$ cat src/unused_placeholder_removed.sv
`timescale 1ns/10ps
`default_nettype none
`default_nettype wire

$ cat src/eeprom_pkg.sv
`default_nettype none
package eeprom_pkg;

	// ==========================================================
	// Array geometry
	localparam int ADDR_W = 8;
	localparam int MEM_DEPTH = 256;
	localparam int DATA_W = 8;
	localparam int PAGE_BITS = 4;
	localparam logic [7:0] ERASED_BYTE = 8'hFF;
	localparam logic [7:0] LOWER_HALF_LAST = 8'h7F;

	// ==========================================================
	// Serial addressing
	localparam int STRAP_W = 3;
	localparam logic [3:0] DEVICE_CODE = 4'hA;
	localparam logic [3:0] BITS_PER_WORD = 4'h8;

	// ==========================================================
	// Timing
	localparam int CLK_PERIOD_NS = 40;
	localparam int WRITE_CYCLE_MS = 5;
	localparam int WRITE_CYCLE_CYCLES =
		(WRITE_CYCLE_MS * 1000000) / CLK_PERIOD_NS;

	// ==========================================================
	// Register map (byte addresses)
	localparam int REG_ADDR_W = 8;
	localparam logic [7:0] REG_CTRL = 8'h00;
	localparam logic [7:0] REG_STATUS = 8'h04;
	localparam logic [7:0] REG_REFUSED = 8'h08;

	// Control bits, write one to act
	localparam int CTRL_SET_PERM = 0;
	localparam int CTRL_SET_REV = 1;
	localparam int CTRL_CLR_REV = 2;
	localparam int CTRL_CLR_REFUSED = 3;

	// Status fields
	localparam int STAT_PERM = 0;
	localparam int STAT_REV = 1;
	localparam int STAT_WP = 2;
	localparam int STAT_BUSY = 3;
	localparam int STAT_STRAP_LSB = 8;
	localparam int STAT_STATE_LSB = 12;

	localparam int REFUSED_W = 16;

	// ==========================================================
	// Link states
	typedef enum logic [2:0] {
		ST_IDLE = 3'b000,
		ST_RX = 3'b001,
		ST_ACK = 3'b010,
		ST_TX = 3'b011,
		ST_TXACK = 3'b100
	} link_state_e;

endpackage
`default_nettype wire

$ cat src/serial_eeprom_write_guard.sv
`timescale 1ns/10ps
`default_nettype none
module serial_eeprom_write_guard #(
	parameter int WRITE_CYCLES = eeprom_pkg::WRITE_CYCLE_CYCLES
) (
	// Clock and reset
	input wire logic hclk,
	input wire logic hresetn,
	// AHB-Lite slave
	input wire logic hsel,
	input wire logic [31:0] haddr,
	input wire logic [1:0] htrans,
	input wire logic hwrite,
	input wire logic [2:0] hsize,
	input wire logic [31:0] hwdata,
	input wire logic hready,
	output logic [31:0] hrdata,
	output logic hreadyout,
	output logic hresp,
	// Two-wire link
	input wire logic scl,
	input wire logic sda_i,
	output logic sda_o,
	output logic sda_oe,
	// Board pins
	input wire logic [eeprom_pkg::STRAP_W-1:0] bus_select_straps,
	input wire logic write_protect
);

	localparam int BUSY_W = $clog2(WRITE_CYCLES + 1);
	localparam int SYNC_W = eeprom_pkg::STRAP_W + 3;

	// ==========================================================
	// Pin synchronisers; line pins pass inverted, so reset reads idle high
	logic [SYNC_W-1:0] pins_s;
	logic scl_s, sda_s, wp_s;
	logic [eeprom_pkg::STRAP_W-1:0] straps_s;
	logic scl_q, sda_q;

	pin_sync #(
		.W(SYNC_W)
	) u_sync (
		.clk(hclk),
		.rst_n(hresetn),
		.pins({bus_select_straps, write_protect, ~sda_i, ~scl}),
		.synced(pins_s)
	);

	assign scl_s = !pins_s[0];
	assign sda_s = !pins_s[1];
	assign wp_s = pins_s[2];
	assign straps_s = pins_s[SYNC_W-1:3];

	always_ff @(posedge hclk or negedge hresetn) begin
		if (!hresetn) begin
			scl_q <= 1'b1;
			sda_q <= 1'b1;
		end else begin
			scl_q <= scl_s;
			sda_q <= sda_s;
		end
	end

	logic scl_rise, scl_fall, start_cond, stop_cond;
	assign scl_rise = scl_s && !scl_q;
	assign scl_fall = !scl_s && scl_q;
	// Line changes while the clock stays high frame a transfer
	assign start_cond = scl_s && scl_q && sda_q && !sda_s;
	assign stop_cond = scl_s && scl_q && !sda_q && sda_s;

	// ==========================================================
	// Shared state
	eeprom_pkg::link_state_e state;
	logic [3:0] bit_cnt;
	logic [1:0] byte_idx;
	logic [7:0] rx_sh, tx_sh, ptr;
	logic rw, host_ack;
	logic perm_lock, rev_lock;
	logic [BUSY_W-1:0] busy_cnt;
	logic busy, pending;
	logic [7:0] mem [eeprom_pkg::MEM_DEPTH];
	logic write_allowed;

	assign busy = (busy_cnt != '0);

	protect_decode u_protect (
		.hw_protect(wp_s),
		.perm_lock(perm_lock),
		.rev_lock(rev_lock),
		.addr(ptr),
		.write_allowed(write_allowed)
	);

	logic rx_done, dev_match, ack_now, data_byte, mem_we, refused;
	assign rx_done = scl_fall && (state == eeprom_pkg::ST_RX)
		&& (bit_cnt == eeprom_pkg::BITS_PER_WORD);
	// Busy device ignores its address until programming ends
	assign dev_match = (rx_sh[7:1] == {eeprom_pkg::DEVICE_CODE, straps_s})
		&& !busy;
	assign data_byte = (byte_idx == 2'd2);
	assign ack_now = rx_done && ((byte_idx != 2'd0) || dev_match);
	assign mem_we = rx_done && data_byte && write_allowed;
	assign refused = rx_done && data_byte && !write_allowed;

	// ==========================================================
	// Link state machine
	always_ff @(posedge hclk or negedge hresetn) begin
		if (!hresetn) begin
			state <= eeprom_pkg::ST_IDLE;
			bit_cnt <= 4'h0;
			byte_idx <= 2'd0;
			rx_sh <= 8'h00;
			tx_sh <= 8'h00;
			ptr <= 8'h00;
			rw <= 1'b0;
			host_ack <= 1'b0;
			sda_oe <= 1'b0;
		end else if (start_cond) begin
			state <= eeprom_pkg::ST_RX;
			bit_cnt <= 4'h0;
			byte_idx <= 2'd0;
			sda_oe <= 1'b0;
		end else if (stop_cond) begin
			state <= eeprom_pkg::ST_IDLE;
			sda_oe <= 1'b0;
		end else begin
			unique case (state)
				eeprom_pkg::ST_IDLE: begin
					sda_oe <= 1'b0;
				end
				eeprom_pkg::ST_RX: begin
					if (scl_rise) begin
						rx_sh <= {rx_sh[6:0], sda_s};
						bit_cnt <= bit_cnt + 4'h1;
					end else if (rx_done) begin
						bit_cnt <= 4'h0;
						if (ack_now) begin
							state <= eeprom_pkg::ST_ACK;
							sda_oe <= 1'b1;
							if (byte_idx == 2'd0) begin
								rw <= rx_sh[0];
							end
							if (byte_idx == 2'd1) begin
								ptr <= rx_sh;
							end
							if (data_byte) begin
								// Page writes wrap inside the page
								ptr[3:0] <= ptr[3:0] + 4'h1;
							end else begin
								byte_idx <= byte_idx + 2'd1;
							end
						end else begin
							state <= eeprom_pkg::ST_IDLE;
						end
					end
				end
				eeprom_pkg::ST_ACK: begin
					if (scl_fall) begin
						if (rw) begin
							state <= eeprom_pkg::ST_TX;
							sda_oe <= ~mem[ptr][7];
							tx_sh <= {mem[ptr][6:0], 1'b0};
							ptr <= ptr + 8'h01;
							bit_cnt <= 4'h1;
						end else begin
							state <= eeprom_pkg::ST_RX;
							sda_oe <= 1'b0;
						end
					end
				end
				eeprom_pkg::ST_TX: begin
					if (scl_fall) begin
						if (bit_cnt == eeprom_pkg::BITS_PER_WORD) begin
							state <= eeprom_pkg::ST_TXACK;
							sda_oe <= 1'b0;
							bit_cnt <= 4'h0;
						end else begin
							sda_oe <= ~tx_sh[7];
							tx_sh <= {tx_sh[6:0], 1'b0};
							bit_cnt <= bit_cnt + 4'h1;
						end
					end
				end
				eeprom_pkg::ST_TXACK: begin
					if (scl_rise) begin
						host_ack <= !sda_s;
					end else if (scl_fall) begin
						if (host_ack) begin
							state <= eeprom_pkg::ST_TX;
							sda_oe <= ~mem[ptr][7];
							tx_sh <= {mem[ptr][6:0], 1'b0};
							ptr <= ptr + 8'h01;
							bit_cnt <= 4'h1;
						end else begin
							state <= eeprom_pkg::ST_IDLE;
						end
					end
				end
				default: begin
					state <= eeprom_pkg::ST_IDLE;
					sda_oe <= 1'b0;
				end
			endcase
		end
	end

	// Open drain: the only level ever driven is low
	assign sda_o = 1'b0;

	// ==========================================================
	// Array
	always_ff @(posedge hclk or negedge hresetn) begin
		if (!hresetn) begin
			for (int i = 0; i < eeprom_pkg::MEM_DEPTH; i++) begin
				mem[i] <= eeprom_pkg::ERASED_BYTE;
			end
		end else if (mem_we) begin
			mem[ptr] <= rx_sh;
		end
	end

	// ==========================================================
	// Programming cycle, started by the stop after accepted data
	always_ff @(posedge hclk or negedge hresetn) begin
		if (!hresetn) begin
			pending <= 1'b0;
			busy_cnt <= '0;
		end else begin
			if (stop_cond && (pending || mem_we)) begin
				busy_cnt <= BUSY_W'(WRITE_CYCLES);
				pending <= 1'b0;
			end else begin
				if (mem_we) begin
					pending <= 1'b1;
				end else if (start_cond && !busy) begin
					pending <= pending;
				end
				if (busy) begin
					busy_cnt <= busy_cnt - BUSY_W'(1);
				end
			end
		end
	end

	// ==========================================================
	// AHB-Lite slave, zero wait states
	logic dp_write;
	logic [7:0] dp_addr;
	logic ap_valid;
	assign ap_valid = hsel && hready && htrans[1];
	assign hreadyout = 1'b1;
	assign hresp = 1'b0;

	always_ff @(posedge hclk or negedge hresetn) begin
		if (!hresetn) begin
			dp_write <= 1'b0;
			dp_addr <= 8'h00;
		end else begin
			dp_write <= ap_valid && hwrite;
			dp_addr <= haddr[eeprom_pkg::REG_ADDR_W-1:0];
		end
	end

	logic wr_ctrl, set_perm, set_rev, clr_rev, clr_refused;
	assign wr_ctrl = dp_write && (dp_addr == eeprom_pkg::REG_CTRL);
	assign set_perm = wr_ctrl && hwdata[eeprom_pkg::CTRL_SET_PERM];
	assign set_rev = wr_ctrl && hwdata[eeprom_pkg::CTRL_SET_REV];
	assign clr_rev = wr_ctrl && hwdata[eeprom_pkg::CTRL_CLR_REV];
	assign clr_refused = wr_ctrl && hwdata[eeprom_pkg::CTRL_CLR_REFUSED];

	// Protection locks; setting beats clearing in the same write
	always_ff @(posedge hclk or negedge hresetn) begin
		if (!hresetn) begin
			perm_lock <= 1'b0;
			rev_lock <= 1'b0;
		end else begin
			if (set_perm) begin
				perm_lock <= 1'b1;
			end
			if (set_rev) begin
				rev_lock <= 1'b1;
			end else if (clr_rev) begin
				rev_lock <= 1'b0;
			end
		end
	end

	// Refused-write count; a refusal in the clearing cycle is kept
	logic [eeprom_pkg::REFUSED_W-1:0] refused_cnt;
	always_ff @(posedge hclk or negedge hresetn) begin
		if (!hresetn) begin
			refused_cnt <= '0;
		end else if (clr_refused) begin
			refused_cnt <= refused ? 16'h0001 : 16'h0000;
		end else if (refused && (refused_cnt != 16'hFFFF)) begin
			refused_cnt <= refused_cnt + 16'h0001;
		end
	end

	logic [31:0] status_word;
	always_comb begin
		status_word = 32'h0000_0000;
		status_word[eeprom_pkg::STAT_PERM] = perm_lock;
		status_word[eeprom_pkg::STAT_REV] = rev_lock;
		status_word[eeprom_pkg::STAT_WP] = wp_s;
		status_word[eeprom_pkg::STAT_BUSY] = busy;
		status_word[eeprom_pkg::STAT_STRAP_LSB +: eeprom_pkg::STRAP_W] =
			straps_s;
		status_word[eeprom_pkg::STAT_STATE_LSB +: 3] = state;
	end

	// Read data captured in the address phase, stands in the data phase
	always_ff @(posedge hclk or negedge hresetn) begin
		if (!hresetn) begin
			hrdata <= 32'h0000_0000;
		end else if (ap_valid && !hwrite) begin
			unique case (haddr[eeprom_pkg::REG_ADDR_W-1:0])
				eeprom_pkg::REG_STATUS: hrdata <= status_word;
				eeprom_pkg::REG_REFUSED: hrdata <= {16'h0000, refused_cnt};
				default: hrdata <= 32'h0000_0000;
			endcase
		end
	end

endmodule
`default_nettype wire

$ cat src/pin_sync.sv
`timescale 1ns/10ps
`default_nettype none
module pin_sync #(
	parameter int W = 1
) (
	// Clock and reset
	input wire logic clk,
	input wire logic rst_n,
	// Pins in, synchronised out
	input wire logic [W-1:0] pins,
	output logic [W-1:0] synced
);

	logic [W-1:0] stage1;

	always_ff @(posedge clk or negedge rst_n) begin
		if (!rst_n) begin
			stage1 <= '0;
			synced <= '0;
		end else begin
			stage1 <= pins;
			synced <= stage1;
		end
	end

endmodule
`default_nettype wire

$ cat src/protect_decode.sv
`timescale 1ns/10ps
`default_nettype none
module protect_decode (
	// Protection state
	input wire logic hw_protect,
	input wire logic perm_lock,
	input wire logic rev_lock,
	// Target location
	input wire logic [7:0] addr,
	output logic write_allowed
);

	logic in_lower;

	assign in_lower = (addr <= eeprom_pkg::LOWER_HALF_LAST);

	always_comb begin
		if (hw_protect) begin
			write_allowed = 1'b0;
		end else if ((perm_lock || rev_lock) && in_lower) begin
			write_allowed = 1'b0;
		end else begin
			write_allowed = 1'b1;
		end
	end

endmodule
`default_nettype wire

$ cat config.mk
export PLATFORM = sky130hd
export DESIGN_NAME = serial_eeprom_write_guard
export DESIGN_NICKNAME = d
export VERILOG_FILES = /design/src/unused_placeholder_removed.sv /design/src/eeprom_pkg.sv /design/src/serial_eeprom_write_guard.sv /design/src/pin_sync.sv /design/src/protect_decode.sv
export SDC_FILE = /design/constraint.sdc
export NUM_CORES = 2
export LEC_CHECK = 0
export BUFFER_PORTS_ARGS = -buffer_cell sky130_fd_sc_hd__clkbuf_2
export CAP_MARGIN = 10
export CORE_MARGIN = 5
export CORE_UTILIZATION = 35
export CTS_CLUSTER_DIAMETER = 60
export DETAILED_ROUTE_END_ITERATION = 10
export PLACE_DENSITY = 0.52
export SYNTH_ARGS = -nofsm -noshare
export SYNTH_HDL_FRONTEND = slang
export SYNTH_SLANG_ARGS = --single-unit
$ cat constraint.sdc
create_clock -name hclk -period 4.3 [get_ports hclk]
set_clock_uncertainty 0.2 [all_clocks]
set_input_delay 0.645 -clock hclk [delete_from_list [all_inputs] [get_ports hclk]]
set_output_delay 0.645 -clock hclk [all_outputs]
set_load 0.02 [all_outputs]
==> metrics.md <==
| Metric | Value |
|---|---|
| Status | `completed` |
| Final HPWL DP | `approximately 200 mm` |
| I/O Pins | `~120` |
| Internal Pwr Total | `between 0.03 and 0.04 W` |
| Buf+Inv Stages, Crit Path | `2` |
| Clk pin slew, worst setup/hold paths | `0.06 ns` |
| Worst-case clock buffer depth | `4` |
| Reg-to-Reg End | `sda_oe` |
| Crit path DAT | `roughly 4.6 ns` |
| Part of the power in the clock network | `0.477` |
| DIE HEIGHT | `approximately 550 um` |
| CTS root buf | `clkbuf_16` |
| First-pass GRT wire length | `459.7 mm` |
| Later-pin clock latency in the skew report | `~0.86 ns` |
| Reg2reg start | `ptr[0]` |
| Layout cells sized above 1 | `0.8016` |
| Vias in the first global route | `between 60000 and 70000` |
| WL per Instance | `slightly below 30 um` |
| Hold crit path type | `flop to flop` |
| Row count | `~200` |
| Syn Std Cell Area | `roughly 100000 um^2` |
| Full die area | `about 300000 um^2` |
| Endpoints failing setup | `0` |
| Worst Setup End Kind | `flop` |
| Worst-path cell chain | `buf_12, mux4_2, a22o_1, a21oi_1, nand4_1, a32oi_1, nand4_1, buf_4, a31oi_1` |
| Initial Utilization | `0.3521` |
| CP startpoint | `ptr[0]` |
| Routed Antenna Nets | `0` |
| Post-synth cell types | `between 80 and 90` |
| Post-synth ARST share | `1.000` |
| Antenna violations before repair | `22` |
| #FFs+latches synth | `about 2200` |
| Max IR drop VDD | `between 0.0004 and 0.0005 V` |
| Core area | `approximately 290000 um^2` |
| H-tree depth | `5` |
| Nets | `~6900` |
| Top-area cell type share of the netlist area | `0.5304` |
| Cell family with most CP delay | `compound AO/OA/AOI/OAI gates` |
| Psw | `between 0.01 and 0.015 W` |
| Total grt overflow | `0` |
| DRC | `0` |
| Syn Area/Cell | `between 15 and 20 um^2` |
| Post_cts resized | `0` |
| Cell count along the critical path | `9` |
| Sinks on the clock net | `about 2200` |
| Final Hold Fails | `0` |
| Vias post-DR | `between 50000 and 60000` |
| Critical Path End | `sda_oe` |
| Flop pwr share | `0.445` |
| Via/cell ratio | `between 5 and 6` |
| Power per cell area | `between 300 and 400 nW/um^2` |
| Most frequent cell after synthesis | `mux2_2` |
| DP Cell Count | `10270` |
| Post-synth EDFFs | `0` |
| Pin count of the biggest net entering global routing | `200` |
| Worst Tran Pin Value | `approximately 1.4 ns` |
| Synth top area cells | `dfstp_2, mux2_2, mux4_2` |
| Num CTS Buffers | `about 270` |
| Layout area overhead | `15.25%` |
| Largest stage delay, worst path | `around 0.65 ns` |
| R2r setup slk | `around 0.26 ns` |
| Worst reg-to-reg path cell count | `9` |
| Worst-path maximum fanout | `between 60 and 70` |
| Final cell count without fillers | `about 11000` |
| Crit path required time | `about 5 ns` |
| Syn Inst Count | `6542` |
| Crit-path slowest cell | `dfrtp_4` |
| Sequential share of the synthesized area | `0.5570` |
| WL final | `between 300 and 400 mm` |
| Synth area leader | `dfstp_2` |
| Leak | `around 46 nW` |
| Peak Freq | `247.3 MHz` |
| GP Congestion | `0.8508` |
| Critical Path Start Type | `flop` |
| Setup_tns | `0 ns` |
| Switch share | `0.2655` |
| Tmin final | `4.044 ns` |
| Kind of critical path | `flop to flop` |
| Drt pass-1 iters | `8` |
| # Max-Cap Violations | `0` |
| Gate power share | `0.078` |
| Top cell by count, worst path | `nand4_1` |
| Max-slew violations | `0` |
| Fillers | `26280` |
| List of most frequent post-synthesis cells | `mux2_2, dfstp_2, mux4_2, clkbuf_1, nand2_1` |
| RSZ-0062 raised after global routing | `false` |
| Initial DRC count | `approximately 4300` |
| Die X | `roughly 550 um` |
| Predominant post-synthesis flop cell | `dfstp_2` |
| Ys Warns | `0` |
| GRT Util Overall | `0.2048` |
| Final period util | `0.9404` |
| PortBufs | `40` |
| CTS tree | `done` |
| Post-Route Utilization | `0.4058` |
| Hold WS | `between 0.15 and 0.2 ns` |
| Slew HR | `0.07061` |
[cells by family after synthesis]
logic type / Yosys count / share of synthesized area
mux: 2694 / 0.3521
simple gates: 698 / 0.03376
fa+ha+maj: 12 / 0.001479
other cells: 2 / 0.00007395
buf+inv: 542 / 0.02515
xor+xnor: 25 / 0.002156
flops: 2158 / 0.5570
compound gates: 411 / 0.02825
[routing by layer]
layer	share of wire	vias to the layer above	wire (um)	global-route usage
li1	-	24880	-	-
met1	0.45	32670	140100	0.2863
met2	0.47	1423	146700	0.3287
met3	0.050	469	15510	0.03380
met4	0.032	0	9905	0.06006
met5	0	-	0	0
[layout by cell type, fill, tap and decap left out, types with 14 or more instances in the layout]
cell	synthesis	final
mux4_2	494	494
a22o_1	16	16
nor2_1	147	145
buf_4	54	328
clkbuf_1	345	65
and3_1	16	16
o22ai_1	16	16
nor2b_1	20	15
clkbuf_16	0	275
mux2_2	2084	2084
nor2_2	60	60
nand3_1	50	50
nand4_1	24	24
inv_6	0	14
dfstp_2	2050	2050
mux2i_1	116	116
clkinv_2	0	40
a21oi_1	75	75
dfrtp_1	108	94
xor2_1	14	14
conb_1	2	19
inv_1	32	29
nor3_1	26	23
dlygate4sd3_1	0	19
nand2_1	238	238
clkbuf_8	0	53
buf_12	2	74
clkbuf_2	1	39
a221oi_1	19	19
a211oi_1	18	17
a22oi_1	97	97
o21ai_0	63	62
a31oi_1	16	16
nor4_1	14	14
and2_1	22	21
[how the worst min path moves through the flow]
stage / end / start / depth (start not counted) / slack [ns]
global route: u_sync.synced[1] / u_sync.stage1[1] / 0 / 0.15
floorplan: u_sync.synced[0] / u_sync.stage1[0] / 0 / 0.13
global placement: u_sync.synced[0] / u_sync.stage1[0] / 0 / 0.14
finish: u_sync.synced[5] / u_sync.stage1[5] / 0 / 0.15
CTS: hrdata[9] / htrans[1] / 5 / 0.09
detailed placement: u_sync.synced[3] / u_sync.stage1[3] / 0 / 0.14
[sequential cells by signal, summed over array words and instances (netlist names)]
| register | count |
|---|---|
| busy_cnt | 17 |
| tx_sh | 7 |
| scl_q | 1 |
| u_sync.stage1 | 6 |
| sda_q | 1 |
| u_sync.synced | 6 |
| sda_oe | 1 |
| state | 3 |
| host_ack | 1 |
| hrdata | 16 |
| dp_write | 1 |
| pending | 1 |
| mem | 2048 |
| rw | 1 |
| refused_cnt | 16 |
| perm_lock | 1 |
| rev_lock | 1 |
| ptr | 8 |
| dp_addr | 8 |
| byte_idx | 2 |
| bit_cnt | 4 |
| rx_sh | 8 |
[repair_timing]
item | CTS | global route
hold endpoints to repair | 17 | 0
hold buffers | 19 | 0
buffers inserted | 0 | 0
[through the flow]
| step | power (W) | area [um^2] | worst slack, ns |
|---|---|---|---|
| finish | 0.04669 | 117000 | 0.2564 |
| global route | 0.04842 | 117000 | 0.2131 |
| CTS | 0.04736 | 117000 | 0.3451 |
| detailed placement | 0.02476 | 108200 | 0.3518 |
| global placement | 0.02465 | 108200 | 0.1810 |
| floorplan | 0.02281 | 101600 | 1.015 |
[worst reg2reg max path: stages, from the launching register on]
cell and delay, ns:
dfrtp_4 0.65, buf_12 0.42, mux4_2 0.72, a22o_1 0.24, a21oi_1 0.26, nand4_1 0.39, a32oi_1 0.54, nand4_1 0.19
buf_4 0.21, a31oi_1 0.16
[cell type report]
type / instances / area (um^2) / share of cell area
Antenna cell: 4 / 10.01 / 0.00008553
Timing Repair Buffer: 461 / 4334 / 0.03703
Clock buffer: 393 / 7855 / 0.06712
Tap cell: 3781 / 4731 / 0.04042
Inverter: 33 / 128.9 / 0.001101
Sequential cell: 2158 / 56610 / 0.4838
Clock inverter: 77 / 785.8 / 0.006714
Multi-Input combinational cell: 3859 / 42570 / 0.3638
[power groups by stage]
stage,clock [W],sequential [W],combinational (W)
final,0.0223,0.0208,0.00363
after global routing,0.0237,0.0208,0.00390
after floorplan,0,0.0208,0.00202
after CTS,0.0229,0.0208,0.00370
after detailed placement,0,0.0211,0.00367
after global placement,0,0.0211,0.00357
No activity file was read; power rests on OpenSTA's default activity.
